**config.mk**
```make
export PLATFORM = sky130hd
export DESIGN_NAME = frio_handshake
export DESIGN_NICKNAME = d
export VERILOG_FILES = /design/src/frio_pkg.sv /design/src/frio_edge.sv /design/src/frio_handshake.sv
export SDC_FILE = /design/constraint.sdc
export NUM_CORES = 1
export LEC_CHECK = 0
export BUFFER_PORTS_ARGS = -buffer_cell sky130_fd_sc_hd__buf_2
export CORE_UTILIZATION = 47
export CTS_BUF_LIST = sky130_fd_sc_hd__clkbuf_8
export DETAILED_ROUTE_END_ITERATION = 8
export PLACE_DENSITY = 0.88
export SLEW_MARGIN = 5
export SYNTH_ARGS = -nofsm -noshare
export SYNTH_HDL_FRONTEND = slang
export SYNTH_SLANG_ARGS = --single-unit
```
**constraint.sdc**
```tcl
create_clock -name clk -period 1.7 [get_ports clk]
set_clock_uncertainty 0.15 [all_clocks]
set_input_delay 0.34 -clock clk [delete_from_list [all_inputs] [get_ports clk]]
set_output_delay 0.34 -clock clk [all_outputs]
set_load 0.1 [all_outputs]
```
**src/frio_pkg.sv**
```systemverilog
// Package with constants and types for the fieldbus remote I/O handshake block.
`default_nettype none
package frio_pkg;
  localparam int FRIO_STATION_W = 6;
  localparam int FRIO_BANK_W = 16;
  localparam int FRIO_WORD_W = 16;
  localparam int FRIO_CODE_W = 16;
  // Bit and word blocks per station.
  localparam int FRIO_BITS_PER_STATION = 32;
  localparam int FRIO_WORDS_PER_STATION = 4;
  // Status bit positions in the first and second remote-input words.
  localparam int FRIO_POS_FWD = 0;
  localparam int FRIO_POS_REV = 1;
  localparam int FRIO_POS_GEN0 = 2;
  localparam int FRIO_POS_TRIP = 7;
  localparam int FRIO_POS_TERM0 = 8;
  localparam int FRIO_POS_MON = 12;
  localparam int FRIO_POS_SPD = 13;
  localparam int FRIO_POS_CMD = 15;
  localparam int FRIO_POS_ALARM = 10;
  localparam int FRIO_POS_READY = 11;
  localparam logic [FRIO_BANK_W-1:0] FRIO_RST_BANK = 16'h0000;
  localparam logic [FRIO_WORD_W-1:0] FRIO_RST_WORD = 16'h0000;
  localparam logic [1:0] FRIO_LINK_CMD_ON = 2'h2;
  typedef enum logic [1:0] {FRIO_CMD_IDLE, FRIO_CMD_BUSY, FRIO_CMD_DONE} frio_cmd_state_t;
endpackage : frio_pkg
`default_nettype wire

```
**src/frio_edge.sv**
```systemverilog
// Rising-edge detector, used for the command execution request handshake.
`default_nettype none
module frio_edge
  import frio_pkg::*;
(
  // Clock and reset
  input wire logic clk,
  input wire logic sys_rst,
  // Level in, pulse out
  input wire logic level,
  output logic rise
);
  logic prev;

  assign rise = level & ~prev;

  always_ff @(posedge clk) begin
    if (sys_rst) begin
      prev <= 1'b0;
    end else begin
      prev <= level;
    end
  end
endmodule : frio_edge
`default_nettype wire

```
**src/frio_handshake.sv**
```systemverilog
// Remote-input status bits and request/acknowledge handshakes of the fieldbus option.
//
// Contract
// - Bit and word blocks sit at a base index derived from station address.
// - While monitor request holds, monitored values refresh every cycle.
// - Monitoring-active flag clears whenever monitor request is deasserted.
// - Speed-write-done sets after reference stored; clears when request withdrawn.
// - Command code executes once per rising edge of execution request.
// - Command-done asserts after processing; clears when request removed.
// - Alarm reset is applied continuously while alarm clear request holds.
// - Alarm reset works regardless of operation mode.
// - Forward-running bit is set only while rotating forward.
// - Reverse-running bit is set only while rotating in reverse.
// - Trip bit is set when protection operated and output shut off.
// - Alarm flag follows drive alarm, except the one excluded alarm type.
// - Station-ready sets after initial setup following power-on or reset.
// - Station-ready drops in the same update the alarm flag rises.
// - General status bits report speed and ready conditions; others are terminals.
// - With link commands disabled, run is ignored but done flags still assert.
`default_nettype none
module frio_handshake
  import frio_pkg::*;
#(
  parameter int STATION_W = FRIO_STATION_W,
  parameter int WORD_W = FRIO_WORD_W
) (
  // Clock and reset
  input wire logic clk,
  input wire logic sys_rst,
  // Configuration
  input wire logic [STATION_W-1:0] station_address,
  input wire logic [1:0] link_command_select,
  input wire logic link_enable_input,
  output logic [STATION_W+4:0] bit_base_index,
  output logic [STATION_W+1:0] word_base_index,
  // Requests from the master
  input wire logic monitor_request,
  input wire logic speed_write_request,
  input wire logic cmd_exec_request,
  input wire logic alarm_clear_request,
  input wire logic run_fwd_request,
  input wire logic run_rev_request,
  input wire logic [WORD_W-1:0] speed_reference_word,
  input wire logic [FRIO_CODE_W-1:0] cmd_code_word,
  // Drive core status
  input wire logic setup_complete,
  input wire logic motor_fwd,
  input wire logic motor_rev,
  input wire logic trip_active,
  input wire logic alarm_raised,
  input wire logic alarm_excluded,
  input wire logic [4:0] general_status,
  input wire logic [3:0] terminal_status,
  input wire logic [WORD_W-1:0] monitor_value_one,
  input wire logic [WORD_W-1:0] monitor_value_two,
  input wire logic speed_stored,
  input wire logic cmd_finished,
  // Drive core commands
  output logic alarm_reset,
  output logic run_fwd_cmd,
  output logic run_rev_cmd,
  output logic cmd_start,
  output logic [FRIO_CODE_W-1:0] cmd_code,
  output logic speed_write_strobe,
  output logic [WORD_W-1:0] speed_reference,
  // Remote input to the master
  output logic [FRIO_BANK_W-1:0] status_word_lo,
  output logic [FRIO_BANK_W-1:0] status_word_hi,
  output logic [WORD_W-1:0] monitored_one,
  output logic [WORD_W-1:0] monitored_two
);
  logic monitor_active_flag;
  logic speed_write_done;
  logic cmd_exec_done;
  logic alarm_flag;
  logic station_ready;
  logic cmd_rise;
  logic link_cmd_ok;
  logic alarm_event;
  frio_cmd_state_t cmd_state;
  frio_cmd_state_t next_cmd_state;
  logic [FRIO_BANK_W-1:0] next_lo;
  logic [FRIO_BANK_W-1:0] next_hi;

  frio_edge u_cmd_edge (
    .clk(clk),
    .sys_rst(sys_rst),
    .level(cmd_exec_request),
    .rise(cmd_rise)
  );

  assign bit_base_index = {station_address, 5'h00};
  assign word_base_index = {station_address, 2'h0};
  // Run commands from the link need both the selector and the enable input.
  assign link_cmd_ok = (link_command_select == FRIO_LINK_CMD_ON) & link_enable_input;
  assign run_fwd_cmd = link_cmd_ok & run_fwd_request & ~run_rev_request;
  assign run_rev_cmd = link_cmd_ok & run_rev_request & ~run_fwd_request;
  assign alarm_reset = alarm_clear_request;
  assign cmd_start = cmd_rise & (cmd_state == FRIO_CMD_IDLE);
  assign speed_write_strobe = speed_write_request;
  assign alarm_event = alarm_raised & ~alarm_excluded;

  always_comb begin
    next_cmd_state = cmd_state;
    case (cmd_state)
      FRIO_CMD_IDLE: begin
        if (cmd_rise) begin
          next_cmd_state = FRIO_CMD_BUSY;
        end
      end
      FRIO_CMD_BUSY: begin
        if (!cmd_exec_request) begin
          next_cmd_state = FRIO_CMD_IDLE;
        end else if (cmd_finished) begin
          next_cmd_state = FRIO_CMD_DONE;
        end
      end
      FRIO_CMD_DONE: begin
        if (!cmd_exec_request) begin
          next_cmd_state = FRIO_CMD_IDLE;
        end
      end
      default: begin
        next_cmd_state = FRIO_CMD_IDLE;
      end
    endcase
  end

  always_comb begin
    next_lo = FRIO_RST_BANK;
    next_lo[FRIO_POS_FWD] = motor_fwd & ~motor_rev;
    next_lo[FRIO_POS_REV] = motor_rev & ~motor_fwd;
    next_lo[FRIO_POS_GEN0 +: 5] = general_status;
    next_lo[FRIO_POS_TRIP] = trip_active;
    next_lo[FRIO_POS_TERM0 +: 4] = terminal_status;
    next_lo[FRIO_POS_MON] = monitor_active_flag;
    next_lo[FRIO_POS_SPD] = speed_write_done;
    next_lo[FRIO_POS_CMD] = cmd_exec_done;
    next_hi = FRIO_RST_BANK;
    next_hi[FRIO_POS_ALARM] = alarm_flag;
    next_hi[FRIO_POS_READY] = station_ready;
  end

  always_ff @(posedge clk) begin
    if (sys_rst) begin
      cmd_state <= FRIO_CMD_IDLE;
      monitor_active_flag <= 1'b0;
      speed_write_done <= 1'b0;
      cmd_exec_done <= 1'b0;
      alarm_flag <= 1'b0;
      station_ready <= 1'b0;
    end else begin
      cmd_state <= next_cmd_state;
      monitor_active_flag <= monitor_request;
      speed_write_done <= speed_write_request & (speed_write_done | speed_stored);
      cmd_exec_done <= cmd_exec_request & (next_cmd_state == FRIO_CMD_DONE);
      alarm_flag <= alarm_event;
      // A new alarm drops ready in the same cycle the alarm flag rises.
      station_ready <= setup_complete & ~alarm_event;
    end
  end

  always_ff @(posedge clk) begin
    if (sys_rst) begin
      monitored_one <= FRIO_RST_WORD;
      monitored_two <= FRIO_RST_WORD;
      speed_reference <= FRIO_RST_WORD;
      cmd_code <= FRIO_RST_WORD;
      status_word_lo <= FRIO_RST_BANK;
      status_word_hi <= FRIO_RST_BANK;
    end else begin
      if (monitor_request) begin
        monitored_one <= monitor_value_one;
        monitored_two <= monitor_value_two;
      end
      if (speed_write_request) begin
        speed_reference <= speed_reference_word;
      end
      if (cmd_rise) begin
        cmd_code <= cmd_code_word;
      end
      status_word_lo <= next_lo;
      status_word_hi <= next_hi;
    end
  end

  monitor_clear_a: assert property (@(posedge clk) disable iff (sys_rst)
    !monitor_request |=> !monitor_active_flag) else $error("monitor flag stayed set");
  monitor_refresh_a: assert property (@(posedge clk) disable iff (sys_rst)
    monitor_request |=> monitored_one == $past(monitor_value_one)) else $error("monitor not refreshed");
  speed_done_a: assert property (@(posedge clk) disable iff (sys_rst)
    speed_write_request && speed_stored |=> speed_write_done) else $error("speed done missing");
  speed_drop_a: assert property (@(posedge clk) disable iff (sys_rst)
    !speed_write_request |=> !speed_write_done) else $error("speed done stuck");
  cmd_once_a: assert property (@(posedge clk) disable iff (sys_rst)
    cmd_start |=> !cmd_start [*3]) else $error("command started twice");
  cmd_drop_a: assert property (@(posedge clk) disable iff (sys_rst)
    !cmd_exec_request |=> !cmd_exec_done) else $error("command done stuck");
  alarm_reset_a: assert property (@(posedge clk) disable iff (sys_rst)
    alarm_clear_request |-> alarm_reset) else $error("alarm reset missing");
  dir_excl_a: assert property (@(posedge clk) disable iff (sys_rst)
    !(status_word_lo[FRIO_POS_FWD] && status_word_lo[FRIO_POS_REV])) else $error("both directions");
  ready_drop_a: assert property (@(posedge clk) disable iff (sys_rst)
    $rose(alarm_flag) |-> !station_ready) else $error("ready held on alarm");
  unused_zero_a: assert property (@(posedge clk) disable iff (sys_rst)
    status_word_hi[9:0] == 10'h000 && status_word_hi[15:12] == 4'h0) else $error("unused bit set");
  unused_lo_a: assert property (@(posedge clk) disable iff (sys_rst)
    !status_word_lo[FRIO_POS_SPD+1]) else $error("unused low bit set");
  run_block_a: assert property (@(posedge clk) disable iff (sys_rst)
    !link_enable_input |-> !run_fwd_cmd && !run_rev_cmd) else $error("run while disabled");

  cmd_flow_c: cover property (@(posedge clk) disable iff (sys_rst) cmd_start ##[1:20] cmd_exec_done);
  speed_flow_c: cover property (@(posedge clk) disable iff (sys_rst) $rose(speed_write_done));
  alarm_flow_c: cover property (@(posedge clk) disable iff (sys_rst) $rose(alarm_flag) ##[1:20] alarm_reset);
  ready_flow_c: cover property (@(posedge clk) disable iff (sys_rst) $rose(station_ready));
endmodule : frio_handshake
`default_nettype wire

```
==> results.txt <==
Setup Buffers After CTS = 0
Hold path depth = 2
Rows = 30
DP Wirelength = 5.49 mm
R2R Path Start = u_cmd_edge.prev
CTS root buf = clkbuf_8
Worst Hold End = status_word_lo[1]
Register Area = 0.00178 sq mm
Seq/Total Area, Yosys = 52.8%
Drt pass-1 iters = 4
Tmin final = 1.66 ns
Commonest non-fill, non-tap cell in the layout = buf_2
Critical path launch point = u_cmd_edge.prev
IO Port Bufs = 175
Mean area per synthesized cell = 10.4 sq um
Post-synthesis register bit count = 89
Pleak = 2.27 nW
Final GP Congestion = 0.760
WL/cell = 12.2 um
Final setup violation count = 0
TritonCTS Buffers = 9
Hold Slack = 0.0269 ns
Fmax = 0.603 GHz
Grt ovf = 0
Fin area = 0.00440 sq mm
DP Area = 0.00421 sq mm
Crit path arrival time = 1.17 ns
Sequential share of power = 44.3%
ANT nets after route = 0
Internal power = 3.06 mW
Critical path class = reg -> out
Overall global routing resource usage = 18.6%
Max FO, Critical Path = 3
Via count = 2642
Largest net degree at the start of global routing = 34
Via count of the first global-routing pass = 2494
Die width = 86.8 um
Gate Count Post-Synth = 326
Mapped cell area = 0.00338 sq mm
CTS tree = built
HP Start = motor_fwd
Pins Over Slew Limit = 0
Critical Path RT = 1.21 ns
Max cap viols = 0
First-pass GRT wire length = 10.8 mm
Final WL = 7.15 mm
Max IR drop VDD = 0.000511 V
Worst-path clk slew = 0.09 ns
Worst-Margin Slew = 0.517 ns
Tcrit/Tclk final = 97.6%
Fin Setup TNS = 0 ns
Drt initial violations = 53
RSZ-0062 raised after global routing = yes
Clk pwr share = 25.8%
Pwr Total = 5.08 mW
Worst Setup End Kind = output port
Chip Height = 86.8 um
CTS HTree Levels = 3
Status = completed
Post-layout nets = 584
DIE AREA = 0.00753 sq mm
PD cells = 1150 mW/mm^2
Area Growth Syn to Fin = 30.2%
Initial antenna violation count = 0
Synth unique cells = 22
P_sw = 2.02 mW
Commonest non-fill, non-tap cells in the layout = buf_2 (171), dfxtp_1 (87), nor2_1 (49)
Slew margin rel. = 65.8%
Drt drc = 0
Fin. Hold Viols = 0
Area of the multi-input gates = 0.00129 sq mm
Startpoint Class = flip-flop
Syn. warnings = 0
Reg2Reg Depth = 4
I/O pins = 218
Layout cell share with drive strength beyond 1 = 45.8%
Max Buffers Root-to-Sink = 2
Initial Util = 49.2%
Comb pwr share = 30.0%
Clk sinks = 89
Sw frac = 39.8%
Core area = 0.00687 sq mm
Hold Path Class = in -> reg
Filler instances = 570
Routed vias/inst = 4.50
Clock Latency Late Sink = 0.35 ns
R2R Path End = cmd_code[4]
R2R Setup Slk = 0.52 ns
Diode count = 0
-- synthesized netlist by cell type --
library cell  number  share of area [%]
dfxtp_1           89                 53
nor2_1            49                5.4
mux2i_1           48                 14
buf_4             41                9.1
nand2_1           22                2.4
nor2b_1           19                3.5
a21oi_2           10                2.6
nand2_2           10                1.9
a21oi_1            8                1.2
nor3b_1            6                1.3
buf_2              5               0.74
buf_6              5                1.7
nand2b_1           3               0.56
clkbuf_1           2               0.22
nand3b_1           2               0.44
a2111oi_2          1               0.44
and2b_1            1               0.22
buf_1              1               0.11
buf_12             1               0.59
conb_1             1               0.11
inv_1              1               0.11
nor3_2             1               0.30
-- routing by layer --
| metal | track usage [%] | vias up | wire (um) |
|---|---|---|---|
| met5 | 0 | - | 0 |
| met4 | 10.0 | 0 | 155 |
| met3 | 5.62 | 15 | 514 |
| met2 | 33.7 | 134 | 3600 |
| met1 | 19.3 | 1186 | 2870 |
| li1 | - | 1307 | - |
-- worst max-delay path, cell delays in order, from the launching register on --
cell      delay, ns
dfxtp_2        0.33
nand2b_4       0.14
nor3_4         0.15
buf_12         0.20
-- power by group through the flow --
| stage | clock [mW] | combinational (mW) | sequential (mW) |
|---|---|---|---|
| after floorplan | 0 | 0.682 | 3.06 |
| after global placement | 0 | 1.51 | 2.29 |
| after detailed placement | 0 | 1.52 | 2.30 |
| after CTS | 1.35 | 1.53 | 2.25 |
| after global routing | 1.45 | 1.57 | 2.26 |
| final | 1.31 | 1.52 | 2.25 |
-- cell type report --
class,count,share of cell area (%)
Multi-Input combinational cell,202,29.2
Inverter,1,0.0853
Timing Repair Buffer,183,23.3
Clock buffer,10,3.13
Sequential cell,89,40.6
Tap cell,96,2.73
Clock inverter,6,0.967
-- how the worst max path moves through the flow --
stage / to / slack (ns)
after global placement: run_rev_cmd / 0.09
after global routing: cmd_start / -0.005
after CTS: cmd_start / 0.01
after floorplan: cmd_start / -0.24
final: cmd_start / 0.04
after detailed placement: run_rev_cmd / 0.07
-- through the flow --
stage                     utilization (%)  worst slack, ns  instances
after floorplan                         -           -0.244        347
after global placement               61.2           0.0945        570
after detailed placement             61.2           0.0689        570
after CTS                            64.0           0.0122        587
after global routing                 64.0         -0.00488        587
final                                64.0           0.0406        587
-- flip-flops by register name, indices dropped and copies added (netlist names), 2 cells and up --
register         cells
speed_reference     16
monitored_one       16
cmd_code            16
status_word_lo      15
status_word_hi       2
monitored_two       16
cmd_state            2
-- logic make-up (layout without fill, tap and decap cells) --
group / count (synthesis) / count (layout) / synth area share, %
AND/OR/NAND/NOR: 113 / 113 / 16.1
AO/OA/AOI/OAI: 19 / 19 / 4.22
other: 1 / 22 / 0.111
flip-flops: 89 / 89 / 52.8
buffers and inverters: 56 / 200 / 12.6
multiplexers: 48 / 48 / 14.2
-- timing repair --
item | 4_1_cts | 5_1_grt
setup endpoints to repair | 1 | 1
pin swaps | 1 | 0
endpoints found under the hold margin | 1 | 0
gates resized for setup | 0 | 2
hold buffers | 1 | 0
No activity file was read; power rests on OpenSTA's default activity.
